**src/design/pfmux_regs.vh**
```
// Register offsets, field positions and reset values of the port function mux
`ifndef PFMUX_REGS_VH
`define PFMUX_REGS_VH
// Register offsets; the printed offsets are not all multiples of four, so they
// are indexes and the byte address is four times the index
`define PFMUX_IDX_PORT1_SEL   8'h91
`define PFMUX_IDX_PORT3_SEL   8'h93
`define PFMUX_IDX_PORT4_SEL   8'h94
`define PFMUX_ADDR_W          10
`define PFMUX_RESET_VAL       8'h00
`define PFMUX_P1_IN_RESET     4'h0
`define PFMUX_ANALOG_RESET    4'h0
`define PFMUX_P3_IN_RESET     6'h00
`define PFMUX_I2C_IDLE        1'b1
// Writable bit masks; reserved bits read as zero
`define PFMUX_PORT1_MASK      8'hf0
`define PFMUX_PORT3_MASK      8'hc0
`define PFMUX_PORT4_MASK      8'hf8
// Field positions
`define PFMUX_P3_SCL_BIT      7
`define PFMUX_P3_SDA_BIT      6
`define PFMUX_ZERO_WORD       32'h00000000
`endif

```
**src/design/pfmux_top.v**
```verilog
// Port 1, 3 and 4 pin function multiplexer with a Wishbone register slave
`include "pfmux_regs.vh"
`timescale 1ns/10ps
`default_nettype none

module pfmux_top (
  // Clock and reset
  input  wire        clk_i,
  input  wire        rst_i,
  // Wishbone classic slave
  input  wire        wb_cyc_i,
  input  wire        wb_stb_i,
  input  wire        wb_we_i,
  input  wire [31:0] wb_adr_i,
  input  wire [3:0]  wb_sel_i,
  input  wire [31:0] wb_dat_i,
  output reg  [31:0] wb_dat_o,
  output reg         wb_ack_o,
  // Port 1 GPIO side
  input  wire [7:0]  p1_gpio_out_i,
  input  wire [7:0]  p1_gpio_oe_i,
  output reg  [7:0]  p1_gpio_in_o,
  // Port 1 peripherals
  input  wire [1:0]  timer2_en_i,
  input  wire [1:0]  timer2_out_i,
  input  wire [1:0]  timer2_oe_i,
  input  wire [1:0]  uart2_en_i,
  input  wire [1:0]  uart2_out_i,
  input  wire [1:0]  uart2_oe_i,
  output reg  [3:0]  p1_periph_in_o,
  output reg  [3:0]  analog_input_select_o,
  // Port 3 GPIO side
  input  wire [7:0]  p3_gpio_out_i,
  input  wire [7:0]  p3_gpio_oe_i,
  output reg  [7:0]  p3_gpio_in_o,
  // Port 3 peripherals: uart, interrupts, timers (bits 5..0)
  input  wire [5:0]  p3_periph_en_i,
  input  wire [5:0]  p3_periph_out_i,
  input  wire [5:0]  p3_periph_oe_i,
  output reg  [5:0]  p3_periph_in_o,
  // I2C unit, open drain style
  input  wire        i2c_scl_out_i,
  input  wire        i2c_scl_oe_i,
  input  wire        i2c_sda_out_i,
  input  wire        i2c_sda_oe_i,
  output reg         i2c_scl_in_o,
  output reg         i2c_sda_in_o,
  // Port 4 GPIO side and PWM
  input  wire [7:0]  p4_gpio_out_i,
  input  wire [7:0]  p4_gpio_oe_i,
  output reg  [7:0]  p4_gpio_in_o,
  input  wire [4:0]  pwm_out_i,
  // Pins
  input  wire [7:0]  p1_pin_i,
  output reg  [7:0]  p1_pin_o,
  output reg  [7:0]  p1_pin_oe_o,
  input  wire [7:0]  p3_pin_i,
  output reg  [7:0]  p3_pin_o,
  output reg  [7:0]  p3_pin_oe_o,
  input  wire [7:0]  p4_pin_i,
  output reg  [7:0]  p4_pin_o,
  output reg  [7:0]  p4_pin_oe_o
);

  // ==========================================================
  // Register bus
  // ==========================================================
  reg  [7:0] port1_function_select_q;
  reg  [7:0] port3_function_select_q;
  reg  [7:0] port4_function_select_q;

  // Byte lane 0 carries every select register; masked bits stay zero
  function [7:0] pfmux_merge;
    input [7:0] old_v;
    input [7:0] new_v;
    input       lane_en;
    input [7:0] mask;
    begin
      pfmux_merge = (lane_en ? new_v : old_v) & mask;
    end
  endfunction

  // Per-bit choice between a peripheral and the port latch
  function [7:0] pfmux_pick;
    input [7:0] take;
    input [7:0] alt_v;
    input [7:0] gpio_v;
    begin
      pfmux_pick = (take & alt_v) | (~take & gpio_v);
    end
  endfunction

  // Read value of the addressed select register; zero when unmapped
  function [7:0] pfmux_read;
    input       sel_p1;
    input       sel_p3;
    input       sel_p4;
    input [7:0] v1;
    input [7:0] v3;
    input [7:0] v4;
    begin
      if (sel_p1)
        pfmux_read = v1;
      else if (sel_p3)
        pfmux_read = v3;
      else if (sel_p4)
        pfmux_read = v4;
      else
        pfmux_read = `PFMUX_RESET_VAL;
    end
  endfunction

  wire        wb_req  = wb_cyc_i & wb_stb_i & ~wb_ack_o;
  wire [7:0]  wb_idx  = wb_adr_i[`PFMUX_ADDR_W-1:2];
  wire        hit_p1  = (wb_idx == `PFMUX_IDX_PORT1_SEL);
  wire        hit_p3  = (wb_idx == `PFMUX_IDX_PORT3_SEL);
  wire        hit_p4  = (wb_idx == `PFMUX_IDX_PORT4_SEL);
  // Writes land at the edge where the master sees ack high
  wire        do_wr   = wb_cyc_i & wb_stb_i & wb_we_i & wb_ack_o;
  wire        do_rd   = wb_req & ~wb_we_i;

  always @(posedge clk_i) begin
    if (rst_i) begin
      port1_function_select_q <= `PFMUX_RESET_VAL;
      port3_function_select_q <= `PFMUX_RESET_VAL;
      port4_function_select_q <= `PFMUX_RESET_VAL;
      wb_ack_o                <= 1'b0;
      wb_dat_o                <= `PFMUX_ZERO_WORD;
    end else begin
      wb_ack_o <= wb_req;
      wb_dat_o <= `PFMUX_ZERO_WORD;
      if (do_rd)
        wb_dat_o[7:0] <= pfmux_read(hit_p1, hit_p3, hit_p4,
          port1_function_select_q, port3_function_select_q,
          port4_function_select_q);
      if (do_wr & hit_p1)
        port1_function_select_q <= pfmux_merge(port1_function_select_q,
          wb_dat_i[7:0], wb_sel_i[0], `PFMUX_PORT1_MASK);
      if (do_wr & hit_p3)
        port3_function_select_q <= pfmux_merge(port3_function_select_q,
          wb_dat_i[7:0], wb_sel_i[0], `PFMUX_PORT3_MASK);
      if (do_wr & hit_p4)
        port4_function_select_q <= pfmux_merge(port4_function_select_q,
          wb_dat_i[7:0], wb_sel_i[0], `PFMUX_PORT4_MASK);
    end
  end

  // ==========================================================
  // Pin input synchronisers
  // ==========================================================
  reg  [7:0] p1_meta_q;
  reg  [7:0] p1_sync_q;
  reg  [7:0] p3_meta_q;
  reg  [7:0] p3_sync_q;
  reg  [7:0] p4_meta_q;
  reg  [7:0] p4_sync_q;

  // Logic reads only the second stage; the first may be metastable
  always @(posedge clk_i) begin
    if (rst_i) begin
      p1_meta_q <= `PFMUX_RESET_VAL;
      p1_sync_q <= `PFMUX_RESET_VAL;
      p3_meta_q <= `PFMUX_RESET_VAL;
      p3_sync_q <= `PFMUX_RESET_VAL;
      p4_meta_q <= `PFMUX_RESET_VAL;
      p4_sync_q <= `PFMUX_RESET_VAL;
    end else begin
      p1_meta_q <= p1_pin_i;
      p1_sync_q <= p1_meta_q;
      p3_meta_q <= p3_pin_i;
      p3_sync_q <= p3_meta_q;
      p4_meta_q <= p4_pin_i;
      p4_sync_q <= p4_meta_q;
    end
  end

  // ==========================================================
  // Port 1 mux
  // ==========================================================
  reg  [7:0] p1_o_d;
  reg  [7:0] p1_oe_d;
  reg  [7:0] p3_o_d;
  reg  [7:0] p3_oe_d;
  reg  [7:0] p4_o_d;
  reg  [7:0] p4_oe_d;

  // Ports 0 and 2 belong to the external bus and have no path here
  always @* begin
    // Default: every pin is plain bidirectional I/O
    p1_o_d  = p1_gpio_out_i;
    p1_oe_d = p1_gpio_oe_i;
    // Port 1 pins 0..3 taken only by their peripherals' own enables
    if (timer2_en_i[0]) begin
      p1_o_d[0]  = timer2_out_i[0];
      p1_oe_d[0] = timer2_oe_i[0];
    end
    if (timer2_en_i[1]) begin
      p1_o_d[1]  = timer2_out_i[1];
      p1_oe_d[1] = timer2_oe_i[1];
    end
    if (uart2_en_i[0]) begin
      p1_o_d[2]  = uart2_out_i[0];
      p1_oe_d[2] = uart2_oe_i[0];
    end
    if (uart2_en_i[1]) begin
      p1_o_d[3]  = uart2_out_i[1];
      p1_oe_d[3] = uart2_oe_i[1];
    end
    // Analog pins: output driver released, input goes to the converter
    p1_o_d[7:4]  = p1_o_d[7:4] & ~port1_function_select_q[7:4];
    p1_oe_d[7:4] = p1_oe_d[7:4] & ~port1_function_select_q[7:4];
  end

  // ==========================================================
  // Port 3 mux
  // ==========================================================
  always @* begin
    // Low pins follow peripheral config only, never the select bits
    p3_o_d  = pfmux_pick({2'b00, p3_periph_en_i},
                         {2'b00, p3_periph_out_i}, p3_gpio_out_i);
    p3_oe_d = pfmux_pick({2'b00, p3_periph_en_i},
                         {2'b00, p3_periph_oe_i}, p3_gpio_oe_i);
    // Port 3 pins 6,7: GPIO or I2C, never read/write strobes
    if (port3_function_select_q[`PFMUX_P3_SCL_BIT]) begin
      p3_o_d[7]  = i2c_scl_out_i;
      p3_oe_d[7] = i2c_scl_oe_i;
    end
    if (port3_function_select_q[`PFMUX_P3_SDA_BIT]) begin
      p3_o_d[6]  = i2c_sda_out_i;
      p3_oe_d[6] = i2c_sda_oe_i;
    end
  end

  // ==========================================================
  // Port 4 mux
  // ==========================================================
  always @* begin
    // PWM drives pins 7..3 when selected; pins 2..0 stay port I/O
    p4_o_d  = pfmux_pick({port4_function_select_q[7:3], 3'b000},
                         {pwm_out_i, 3'b000}, p4_gpio_out_i);
    p4_oe_d = p4_gpio_oe_i | {port4_function_select_q[7:3], 3'b000};
  end

  // ==========================================================
  // Output registers
  // ==========================================================

  always @(posedge clk_i) begin
    if (rst_i) begin
      p1_pin_o              <= `PFMUX_RESET_VAL;
      p1_pin_oe_o           <= `PFMUX_RESET_VAL;
      p3_pin_o              <= `PFMUX_RESET_VAL;
      p3_pin_oe_o           <= `PFMUX_RESET_VAL;
      p4_pin_o              <= `PFMUX_RESET_VAL;
      p4_pin_oe_o           <= `PFMUX_RESET_VAL;
    end else begin
      p1_pin_o              <= p1_o_d;
      p1_pin_oe_o           <= p1_oe_d;
      p3_pin_o              <= p3_o_d;
      p3_pin_oe_o           <= p3_oe_d;
      p4_pin_o              <= p4_o_d;
      p4_pin_oe_o           <= p4_oe_d;
    end
  end

  // ==========================================================
  // Core-side inputs
  // ==========================================================
  // The core sees pins only after both sync stages
  always @(posedge clk_i) begin
    if (rst_i) begin
      p1_gpio_in_o          <= `PFMUX_RESET_VAL;
      p3_gpio_in_o          <= `PFMUX_RESET_VAL;
      p4_gpio_in_o          <= `PFMUX_RESET_VAL;
      p1_periph_in_o        <= `PFMUX_P1_IN_RESET;
      analog_input_select_o <= `PFMUX_ANALOG_RESET;
      p3_periph_in_o        <= `PFMUX_P3_IN_RESET;
      i2c_scl_in_o          <= `PFMUX_I2C_IDLE;
      i2c_sda_in_o          <= `PFMUX_I2C_IDLE;
    end else begin
      p1_gpio_in_o          <= p1_sync_q;
      p3_gpio_in_o          <= p3_sync_q;
      p4_gpio_in_o          <= p4_sync_q;
      p1_periph_in_o        <= p1_sync_q[3:0];
      analog_input_select_o <= port1_function_select_q[7:4];
      p3_periph_in_o        <= p3_sync_q[5:0];
      // I2C sees an idle high line until its pin is selected
      i2c_scl_in_o <= port3_function_select_q[`PFMUX_P3_SCL_BIT] ?
                      p3_sync_q[`PFMUX_P3_SCL_BIT] : `PFMUX_I2C_IDLE;
      i2c_sda_in_o <= port3_function_select_q[`PFMUX_P3_SDA_BIT] ?
                      p3_sync_q[`PFMUX_P3_SDA_BIT] : `PFMUX_I2C_IDLE;
    end
  end

endmodule

`default_nettype wire

```
**config.mk**
```make
export PLATFORM = sky130hd
export DESIGN_NAME = pfmux_top
export DESIGN_NICKNAME = d
export VERILOG_FILES = /design/src/design/pfmux_top.v
export VERILOG_INCLUDE_DIRS = /design/src /design/src/design
export SDC_FILE = /design/constraint.sdc
export NUM_CORES = 1
export LEC_CHECK = 0
export ABC_AREA = 1
export BUFFER_PORTS_ARGS = -buffer_cell sky130_fd_sc_hd__buf_4
export CAP_MARGIN = 40
export CORE_ASPECT_RATIO = 1.4
export CORE_UTILIZATION = 25
export CTS_CLUSTER_DIAMETER = 30
export DETAILED_ROUTE_END_ITERATION = 10
export SLEW_MARGIN = 15
export SYNTH_ARGS = -nofsm -noshare
export SYNTH_HDL_FRONTEND = slang
export SYNTH_SLANG_ARGS = --single-unit
export TNS_END_PERCENT = 1
```
**constraint.sdc**
```tcl
create_clock -name clk_i -period 2.3 [get_ports clk_i]
set_input_delay 0.46 -clock clk_i [delete_from_list [all_inputs] [get_ports clk_i]]
set_output_delay 0.46 -clock clk_i [all_outputs]
set_load 0.02 [all_outputs]
```
# == Word level (Yosys, flattened, before mapping) ==
# Cells that the tools add are included.
# totals
reg_bits,180
in_bits,184
output_inout_bits,121
elab_cells,78
# op_classes
eq_ne,3
n_mux,15
bitwise,28
reduce_logical,6
# op_table
cell,count
$and 8x8->8,4
$eq 8x8->1 const B,3
$mux 8,3
$or 6x8->8,2
$or 8x8->8,2
$and 6x6->6,2
$mux 1,12
$and 1x1->1,8
$and 4x4->4,2
$not 6->8,1
$not 8->8,1
$reduce_and 2->1,3
$reduce_or 2->1,3
$not 1->1,5
$not 4->4,1

# == Depth between registers and ports, before layout ==
# Gate-level depths: netlist of run 1.
# logic_depth
depth_word,5
ltp_mapped,8
depth_no_buf,8

# == Worst setup path before layout of run 1 ==
# No wires, ideal clock.
# synth_path
kind,input to register
startpoint,input rst_i
endpoint,register wb_dat_o[4]
setup_time_ps,67
arrival_ps,1173
required_time_ps,2233
path_slack_ps,1060
stages,5
n_path_buf,1
path_cell_list,buf_6 -> or2_4 -> nor3_4 -> nand2_2 -> o21ai_2
# synth_between
elab_chain_len,1
# synth_lines
element,line,rtl
from (decl),pfmux_top.v:9,"input wire rst_i,"
$reduce_or 2->1 (no source line),n/a,
to (signal assigned),pfmux_top.v:128,wb_dat_o <= `PFMUX_ZERO_WORD;
to (signal assigned),pfmux_top.v:131,wb_dat_o <= `PFMUX_ZERO_WORD;
to (signal assigned),pfmux_top.v:133,"wb_dat_o[7:0] <= pfmux_read(hit_p1, hit_p3, hit_p4,"
to (decl),pfmux_top.v:17,"output reg [31:0] wb_dat_o,"
# Every way passes these cells.
# A chain may end at the register's enable or synchronous reset.

# == Final worst setup path of run 1 ==
# layout_path
startpoint,register wb_ack_o
endpoint,output wb_ack_o
# layout_lines
element,line,rtl
from (decl),pfmux_top.v:18,"output reg wb_ack_o,"
from (signal assigned),pfmux_top.v:130,wb_ack_o <= wb_req;
# No word-level cell between the ends.

==> results of run 1 <==
==> cell usage after synthesis <==
| master | n |
|---|---|
| nor2_1 | 187 |
| nor2_4 | 2 |
| conb_1 | 1 |
| nand2_1 | 44 |
| or2_4 | 1 |
| buf_4 | 37 |
| buf_2 | 6 |
| clkbuf_1 | 7 |
| buf_6 | 1 |
| nor2_2 | 1 |
| inv_1 | 116 |
| dfxtp_1 | 143 |
| o21ai_0 | 30 |
| nand2_2 | 1 |
| buf_1 | 1 |
| nand3_4 | 2 |
| o21ai_2 | 2 |
| nor3_4 | 1 |
| nand3_1 | 18 |
==> metrics by stage <==
| step | utilization | total power [mW] | setup slack (ps) |
|---|---|---|---|
| after floorplan | - | 2.96 | 1060 |
| after global placement | 0.347 | 3.23 | 859 |
| after detailed placement | 0.347 | 3.24 | 833 |
| after CTS | 0.376 | 5.83 | 876 |
| after global routing | 0.376 | 5.99 | 870 |
| final | 0.376 | 5.73 | 914 |
==> metal layers <==
metal  up-vias  GRT usage  part of all wire
met2       135      0.225              0.54
li1       2114          -                 -
met4         0     0.0505             0.017
met5         -          0                 0
met3        12     0.0412             0.067
met1      1753      0.120              0.38
==> cell type report <==
| class | instances | area (um2) | area share |
|---|---|---|---|
| clock buffers | 20 | 467 | 0.0649 |
| clock inverters | 10 | 88.8 | 0.0124 |
| inverters | 116 | 435 | 0.0606 |
| multi-input cells | 316 | 1320 | 0.184 |
| flip-flops and latches | 143 | 2860 | 0.398 |
| well taps | 248 | 310 | 0.0432 |
| repair buffers | 227 | 1700 | 0.237 |
==> power by group through the flow <==
stage	clock [mW]	combinational [mW]	sequential [mW]
after global placement	0	0.573	2.66
after detailed placement	0	0.579	2.66
after floorplan	0	0.224	2.74
after global routing	2.75	0.625	2.62
final	2.56	0.570	2.61
after CTS	2.65	0.579	2.61
==> cell families (layout without fill, tap and decap cells) <==
| kind of cell | Yosys count | count (layout) |
|---|---|---|
| other | 1 | 27 |
| AO/OA/AOI/OAI | 32 | 32 |
| AND/OR/NAND/NOR | 257 | 257 |
| buffers and inverters | 168 | 373 |
| flip-flops | 143 | 143 |
==> flip-flops by register name, indices dropped and copies added (netlist names), 2 cells and up <==
| signal | count |
|---|---|
| p4_pin_o | 8 |
| p1_pin_o | 8 |
| p4_sync_q | 8 |
| wb_dat_o | 5 |
| p1_sync_q | 8 |
| port4_function_select_q | 5 |
| p1_meta_q | 8 |
| p4_gpio_in_o | 8 |
| port1_function_select_q | 4 |
| analog_input_select_o | 4 |
| p3_pin_oe_o | 8 |
| p4_meta_q | 8 |
| p3_pin_o | 8 |
| p4_pin_oe_o | 8 |
| p3_sync_q | 8 |
| p1_gpio_in_o | 8 |
| p3_meta_q | 8 |
| p3_gpio_in_o | 8 |
| port3_function_select_q | 2 |
| p1_pin_oe_o | 8 |
==> worst min path at each step <==
stage                                       start                         end  slack (ps)  cells past startpoint
after floorplan           p1_sync_q[0]$_SDFF_PP0_  p1_gpio_in_o[0]$_SDFF_PP0_         390                      2
after global placement    p4_sync_q[0]$_SDFF_PP0_  p4_gpio_in_o[0]$_SDFF_PP0_         390                      2
after detailed placement  p4_sync_q[0]$_SDFF_PP0_  p4_gpio_in_o[0]$_SDFF_PP0_         390                      2
after CTS                             p1_pin_i[6]     p1_meta_q[6]$_SDFF_PP0_         220                      3
after global routing             p4_gpio_out_i[2]      p4_pin_o[2]$_SDFF_PP0_         240                      3
final                                 p1_pin_i[6]     p1_meta_q[6]$_SDFF_PP0_         250                      3
==> impl_metrics.tcl, run 1 <==
set metrics [dict create \
    placed_area_mm2 0.00663 \
    grt_usage 0.121 \
    synth_compound_area_frac 0.0344 \
    p_leak_nw 3.72 \
    required_ps 1840 \
    core_mm2 0.0191 \
    powerDensity_mw_per_mm2 797 \
    worstPathMaxFanout 3 \
    grt_overflow 0 \
    grt_start_max_net_pins 53 \
    antennaDiodeCount 0 \
    grt_pass1_wl_um 18400 \
    drv_cap 0 \
    placement_rows 60 \
    worst-path-stages 1 \
    root_buffer "clkbuf_16" \
    cts_buffers 17 \
    rsz0062_at_grt "no" \
    fin_cells 1080 \
    yosysTopAreaCellShare 0.588 \
    syn_to_final_growth_pct 47.6 \
    ctsHoldBuffers 0 \
    cp-endpoint "wb_ack_o" \
    tightest_slew_ps 514 \
    status "completed" \
    clock_path_buffers 2 \
    dpl.hpwl_um 9050 \
    synthTopCellsByArea "dfxtp_1 (59%), nor2_1 (14%), inv_1 (8.9%)" \
    cts_tree "done" \
    ys_warn_count 0 \
    via_count 4014 \
    path_clk_slew_ps 60 \
    hold_class "in -> reg" \
    seq_area_frac_synth 0.588 \
    synth-adder-area-share 0 \
    holdWs_ps 247 \
    layout.nets 1005 \
    cts_resized 0 \
    die-area_mm2 0.0201 \
    vdd_drop_max_v 0.000409 \
    period_share 0.603 \
    final.fill_count 2012 \
    yosysTopAreaCell "dfxtp_1" \
    synth_top_family_by_area "simple AND/OR/NAND/NOR gates" \
    hold_viol_final 0 \
    r2r_end "port4_function_select_q[5]$_SDFFE_PP0P_" \
    syn_inst 601 \
    slew_headroom 0.657 \
    drt_iter0_drc 114 \
    critPathLaunchType "flip-flop" \
    io_buffer_count 223 \
    rrSetupSlack_ps 1150 \
    clock_sinks 143 \
    mostFrequentLayoutCells "buf_4 (227), nor2_1 (187), dfxtp_1 (143)" \
    clockPowerShare 0.446 \
    criticalPathCategory "reg -> out" \
    comb_power_share 0.099 \
    cp-end-kind "primary output" \
    avgSynthCellArea_um2 8.10 \
    crit_path_start "wb_ack_o$_SDFF_PP0_" \
    gp_congestion 0.808 \
    finalSetupTns_ps 0 \
    die_x_um 120 \
    stdcell_area_mm2 0.00719 \
    first_global_vias 3698 \
    layout_min_cycle_time_ps 1390 \
    crit_family "flip-flops" \
    synth_simple_gate_area_frac 0.216 \
    drive_above_1_share 0.321 \
    antenna_left 0 \
    synth-seq-cells 143 \
    intPower_mw 4.41 \
    start_util 0.254 \
    grt_antenna_before_repair 0 \
    worst_r2r_startpoint "wb_ack_o$_SDFF_PP0_" \
    slowest_delay_ps 360 \
    slew_violations 0 \
    drtPass1Iterations 4 \
    wl_per_cell_um 11.0 \
    power_switching_mw 1.33 \
    routed_wl_um 11900 \
    slowest_stage "dfxtp_1" \
    power_frac_seq 0.455 \
    clock.fmax_mhz 721 \
    postCtsSetupRepairBufs 0 \
    crit_buf_inv 1 \
    clk-insertion-delay-late_ps 410 \
    ys_types 19 \
    final_common_cell "buf_4" \
    fin_skew_ps 4.71 \
    finalSetupViolations 0 \
    drc 0 \
    die-height_um 167 \
    swShare 0.231 \
    ios 305 \
    cp_cell_sequence "buf_4" \
    worstRegToRegCells 6 \
    arrival_ps 930 \
    syn_area_mm2 0.00487 \
    synth_xor_area_frac 0 \
    synth.area.mux_share 0 \
    routed_via_density 3.72 \
    h-tree-depth 4 \
    placedCellCount 1050 \
]
Power figures use the tool's default switching activity.
==> run 2, diff against run 1 <==
==> constraint.sdc (replaced) <==
create_clock -name clk_i -period 1.2 [get_ports clk_i]
set_input_delay 0.24 -clock clk_i [delete_from_list [all_inputs] [get_ports clk_i]]
set_output_delay 0.24 -clock clk_i [all_outputs]
set_load 0.02 [all_outputs]
==> impl_metrics.tcl, run 2 (synthesized netlist as in run 1, its figures left out) <==
set metrics [dict create \
    die-height_um 167 \
    gp_congestion 0.814 \
    criticalPathCategory "reg -> out" \
    placement_rows 60 \
    clock.fmax_mhz 872 \
    required_ps 960 \
    finalSetupViolations 0 \
    p_leak_nw 3.78 \
    die_x_um 120 \
    comb_power_share 0.098 \
    path_clk_slew_ps 60 \
    intPower_mw 8.81 \
    status "completed" \
    die-area_mm2 0.0201 \
    drv_cap 0 \
    antenna_left 0 \
    ios 305 \
    ctsHoldBuffers 0 \
    register_area_mm2 0.00287 \
    fin_util 0.381 \
    drc 0 \
    slowest_stage "dfxtp_2" \
    crit_family "flip-flops" \
    io_buffer_count 223 \
    crit_buf_inv 1 \
    hold_viol_final 0 \
    layout_min_cycle_time_ps 1150 \
    vdd_drop_max_v 0.000728 \
    grt_antenna_before_repair 0 \
    root_buffer "clkbuf_16" \
    h-tree-depth 4 \
    power_switching_mw 2.54 \
    routed_via_density 3.70 \
    arrival_ps 910 \
    grt_overflow 0 \
    grt_start_max_net_pins 82 \
    rsz0062_at_grt "yes" \
    cp-end-kind "primary output" \
    first_global_vias 3754 \
    multiInputGateArea_mm2 0.00133 \
    drive_above_1_share 0.329 \
    cp_cell_sequence "buf_4" \
    hold_class "in -> reg" \
    clockPowerShare 0.462 \
    layout.nets 1010 \
    slowest_delay_ps 360 \
    dpl.hpwl_um 9220 \
    final.fill_count 2019 \
    antennaDiodeCount 0 \
    fin_skew_ps 5.41 \
    mostFrequentLayoutCells "buf_4 (230), nor2_1 (185), dfxtp_1 (139)" \
    syn_to_final_growth_pct 49.9 \
    power_frac_seq 0.440 \
    cts_tree "done" \
    start_util 0.254 \
    critPathLaunchType "flip-flop" \
    swShare 0.224 \
    final_common_cell "buf_4" \
    via_count 4020 \
    drt_iter0_drc 105 \
    wl_per_cell_um 10.9 \
    finalSetupTns_ps 0 \
    clk-insertion-delay-late_ps 400 \
    core_mm2 0.0191 \
    drtPass1Iterations 4 \
    slew_violations 0 \
    routed_wl_um 11900 \
    worstPathMaxFanout 3 \
    grt_pass1_wl_um 18500 \
    powerDensity_mw_per_mm2 1550 \
    period_share 0.956 \
    cts_buffers 17 \
    clock_path_buffers 2 \
    clock_sinks 143 \
    grt_usage 0.121 \
]
==> run 2: cell types whose count changed in the layout (fill, tap and decap cells not counted), moves of 3 or more <==
cell / delta
clkbuf_1: +4
clkinvlp_4: -4
dfxtp_1: -4
dfxtp_2: +4
buf_4: +3
clkinv_4: +3
==> run 2: final timing paths <==
| path | startpoint | endpoint | slack, ps | depth (start not counted) |
|---|---|---|---|---|
| worst min-delay path | p4_gpio_oe_i[2] | p4_pin_oe_o[2]$_SDFF_PP0_ | 30 | 3 |
| worst max register to register | wb_ack_o$_SDFF_PP0_ | wb_dat_o[4]$_SDFF_PP0_ | 70 | 4 |
| worst max-delay path | wb_ack_o$_SDFF_PP0_ | wb_ack_o | 50 | 1 |
| worst min register to register | p3_sync_q[3]$_SDFF_PP0_ | p3_gpio_in_o[3]$_SDFF_PP0_ | 390 | 2 |
==> run 2: routing by layer <==
metal  up-vias  global-route usage  routed length, um
met2       144               0.221               6400
met5         -                   0                  0
met1      1739               0.125               4510
li1       2121                   -                  -
met3        16              0.0388                714
met4         0              0.0543                256
==> run 2: final cells by class <==
type / instances / share of cell area
Timing Repair Buffer: 232 / 0.242
Clock inverter: 9 / 0.0185
Clock buffer: 22 / 0.0622
Multi-Input combinational cell: 316 / 0.182
Sequential cell: 143 / 0.393
Inverter: 116 / 0.0596
Tap cell: 248 / 0.0425
==> run 2: repair_timing <==
action                     4_1_cts  5_1_grt
resized for setup                1        6
setup buffers                    0        1
gates cloned                     0        0
pin swaps                        0        1
setup endpoints to repair        1       10
==> run 2: per-stage QoR <==
stage | power (mW) | hold WS [ps] | area, um2 | setup WS [ps] | cells
after CTS | 11.5 | 15.0 | 7280 | 10.8 | 1085
after detailed placement | 6.23 | 393 | 6690 | -24.2 | 1054
after floorplan | 5.68 | 347 | 4970 | 38.1 | 627
after global routing | 11.9 | 13.6 | 7300 | -25.6 | 1086
final | 11.3 | 33.7 | 7300 | 52.7 | 1086
after global placement | 6.21 | 389 | 6690 | -10.5 | 1054
==> run 2: power groups by stage <==
stage          Clock (mW)  Combinational, mW  Sequential, mW
6_report             5.24               1.11            5.00
5_1_grt              5.63               1.22            5.01
4_1_cts              5.42               1.13            5.00
3_5_place_dp            0               1.12            5.10
3_3_place_gp            0               1.11            5.10
2_1_floorplan           0              0.429            5.25
==> run 2: tightest hold or removal path: cells and delay by family <==
kind                   cells  cell delay [ps]
buffers and inverters      2              100
and+or+nand+nor            1               60
==> run 3, diff against run 2 <==
--- a/config.mk
+++ b/config.mk
@@ -13,6 +13,7 @@
 export CORE_UTILIZATION = 25
 export CTS_CLUSTER_DIAMETER = 30
 export DETAILED_ROUTE_END_ITERATION = 10
+export REMOVE_ABC_BUFFERS = 1
 export SLEW_MARGIN = 15
 export SYNTH_ARGS = -nofsm -noshare
 export SYNTH_HDL_FRONTEND = slang
==> impl_metrics.tcl, run 3 (synthesized netlist as in run 1, its figures left out) <==
set metrics [dict create \
    via_count 4078 \
    drt_iter0_drc 206 \
    mostFrequentLayoutCells "buf_4 (229), nor2_1 (185), dfxtp_1 (141)" \
    fin_cells 1087 \
    period_share 0.972 \
    wl_per_cell_um 11.0 \
    cp-end-kind "primary output" \
    hold_depth 3 \
    routed_via_density 3.75 \
    layout_min_cycle_time_ps 1170 \
    io_buffer_count 223 \
    vdd_drop_max_v 0.000794 \
    drive_above_1_share 0.333 \
    start_util 0.254 \
    crit_buf_inv 1 \
    rsz0062_at_grt "yes" \
    powerDensity_mw_per_mm2 1620 \
    crit_family "flip-flops" \
    slew_violations 0 \
    drc 0 \
    die-height_um 167 \
    clock_sinks 143 \
    p_leak_nw 3.80 \
    finalSetupTns_ps 0 \
    grt_pass1_wl_um 18400 \
    gp_congestion 0.783 \
    placedCellCount 1054 \
    first_global_vias 3762 \
    clock.fmax_mhz 857 \
    slowest_delay_ps 360 \
    drv_cap 0 \
    die_x_um 120 \
    required_ps 960 \
    holdWs_ps 26.8 \
    critPathLaunchType "flip-flop" \
    die-area_mm2 0.0201 \
    stdcell_area_mm2 0.00738 \
    worstPathMaxFanout 2 \
    h-tree-depth 4 \
    final_common_cell "buf_4" \
    criticalPathCategory "reg -> out" \
    antenna_left 0 \
    dpl.hpwl_um 8910 \
    slowest_stage "dfxtp_1" \
    layout.nets 1010 \
    status "completed" \
    core_mm2 0.0191 \
    antennaDiodeCount 0 \
    placed_area_mm2 0.00669 \
    postCtsSetupRepairBufs 0 \
    cts_buffers 17 \
    syn_to_final_growth_pct 51.4 \
    root_buffer "clkbuf_16" \
    path_clk_slew_ps 60 \
    grt_start_max_net_pins 65 \
    clock_path_buffers 2 \
    ios 305 \
    hold_viol_final 0 \
    grt_usage 0.120 \
    worst-path-stages 1 \
    cts_tree "done" \
    grt_overflow 0 \
    power_mw 11.9 \
    routed_wl_um 12000 \
    fin_skew_ps 7.25 \
    finalSetupViolations 0 \
    cp_cell_sequence "buf_4" \
    hold_class "in -> reg" \
    placement_rows 60 \
    grt_antenna_before_repair 0 \
    drtPass1Iterations 4 \
    arrival_ps 930 \
    clk-insertion-delay-late_ps 410 \
    worstRegToRegCells 6 \
]
run 3: cell types whose count changed in the layout (fill, tap and decap cells not counted), moves of 2 or more:
cell	previous run	this run
dfxtp_1	139	141
nand2_2	1	3
dfxtp_2	4	2
nand2_1	44	42
bufinv_16	3	5
clkbuf_1	4	2
clkinvlp_4	0	2
clkinv_4	3	1
inv_6	1	3
run 3: where the power goes:
| part | switching, mW | internal [mW] | total [mW] |
|---|---|---|---|
| Sequential | 0.0532 | 4.94 | 5.00 |
| Clock | 2.06 | 3.77 | 5.82 |
| Combinational | 0.578 | 0.535 | 1.11 |
run 3: final timing paths:
kind,startpoint,endpoint,slack (ps)
setup / recovery,p3_gpio_in_o[3]$_SDFF_PP0_,p3_gpio_in_o[3],30
setup reg to reg,wb_ack_o$_SDFF_PP0_,port1_function_select_q[6]$_SDFFE_PP0P_,40
hold reg to reg,p3_meta_q[6]$_SDFF_PP0_,p3_sync_q[6]$_SDFF_PP0_,400
hold / removal,p4_pin_i[0],p4_meta_q[0]$_SDFF_PP0_,30
run 3: timing repair:
action                                  in CTS  in global routing
pin swaps                                    0                  3
hold buffers                                 0                  0
gates resized for setup                      1                  7
endpoints found under the setup margin       2                 10
cloned                                       0                  1
run 3: area by class of cell:
type	instances	area [um2]
repair buffers	231	1760
clock buffers	20	447
clock inverters	12	205
flip-flops and latches	143	2870
well taps	248	310
fillers	2005	11800
multi-input cells	317	1350
inverters	116	435
run 3: metrics by stage:
| stage | utilization | worst slack, ps |
|---|---|---|
| global placement | 0.349 | -29.0 |
| CTS | 0.384 | 7.31 |
| detailed placement | 0.349 | -47.8 |
| finish | 0.385 | 33.5 |
| floorplan | - | 21.7 |
| global route | 0.385 | -65.3 |
run 3: per-layer routing:
metal  GRT usage  part of all wire  vias up
li1            -                 -     2133
met1       0.126              0.39     1790
met2       0.216              0.53      136
met3      0.0307             0.051       19
met4      0.0658             0.024        0
met5           0                 0        -
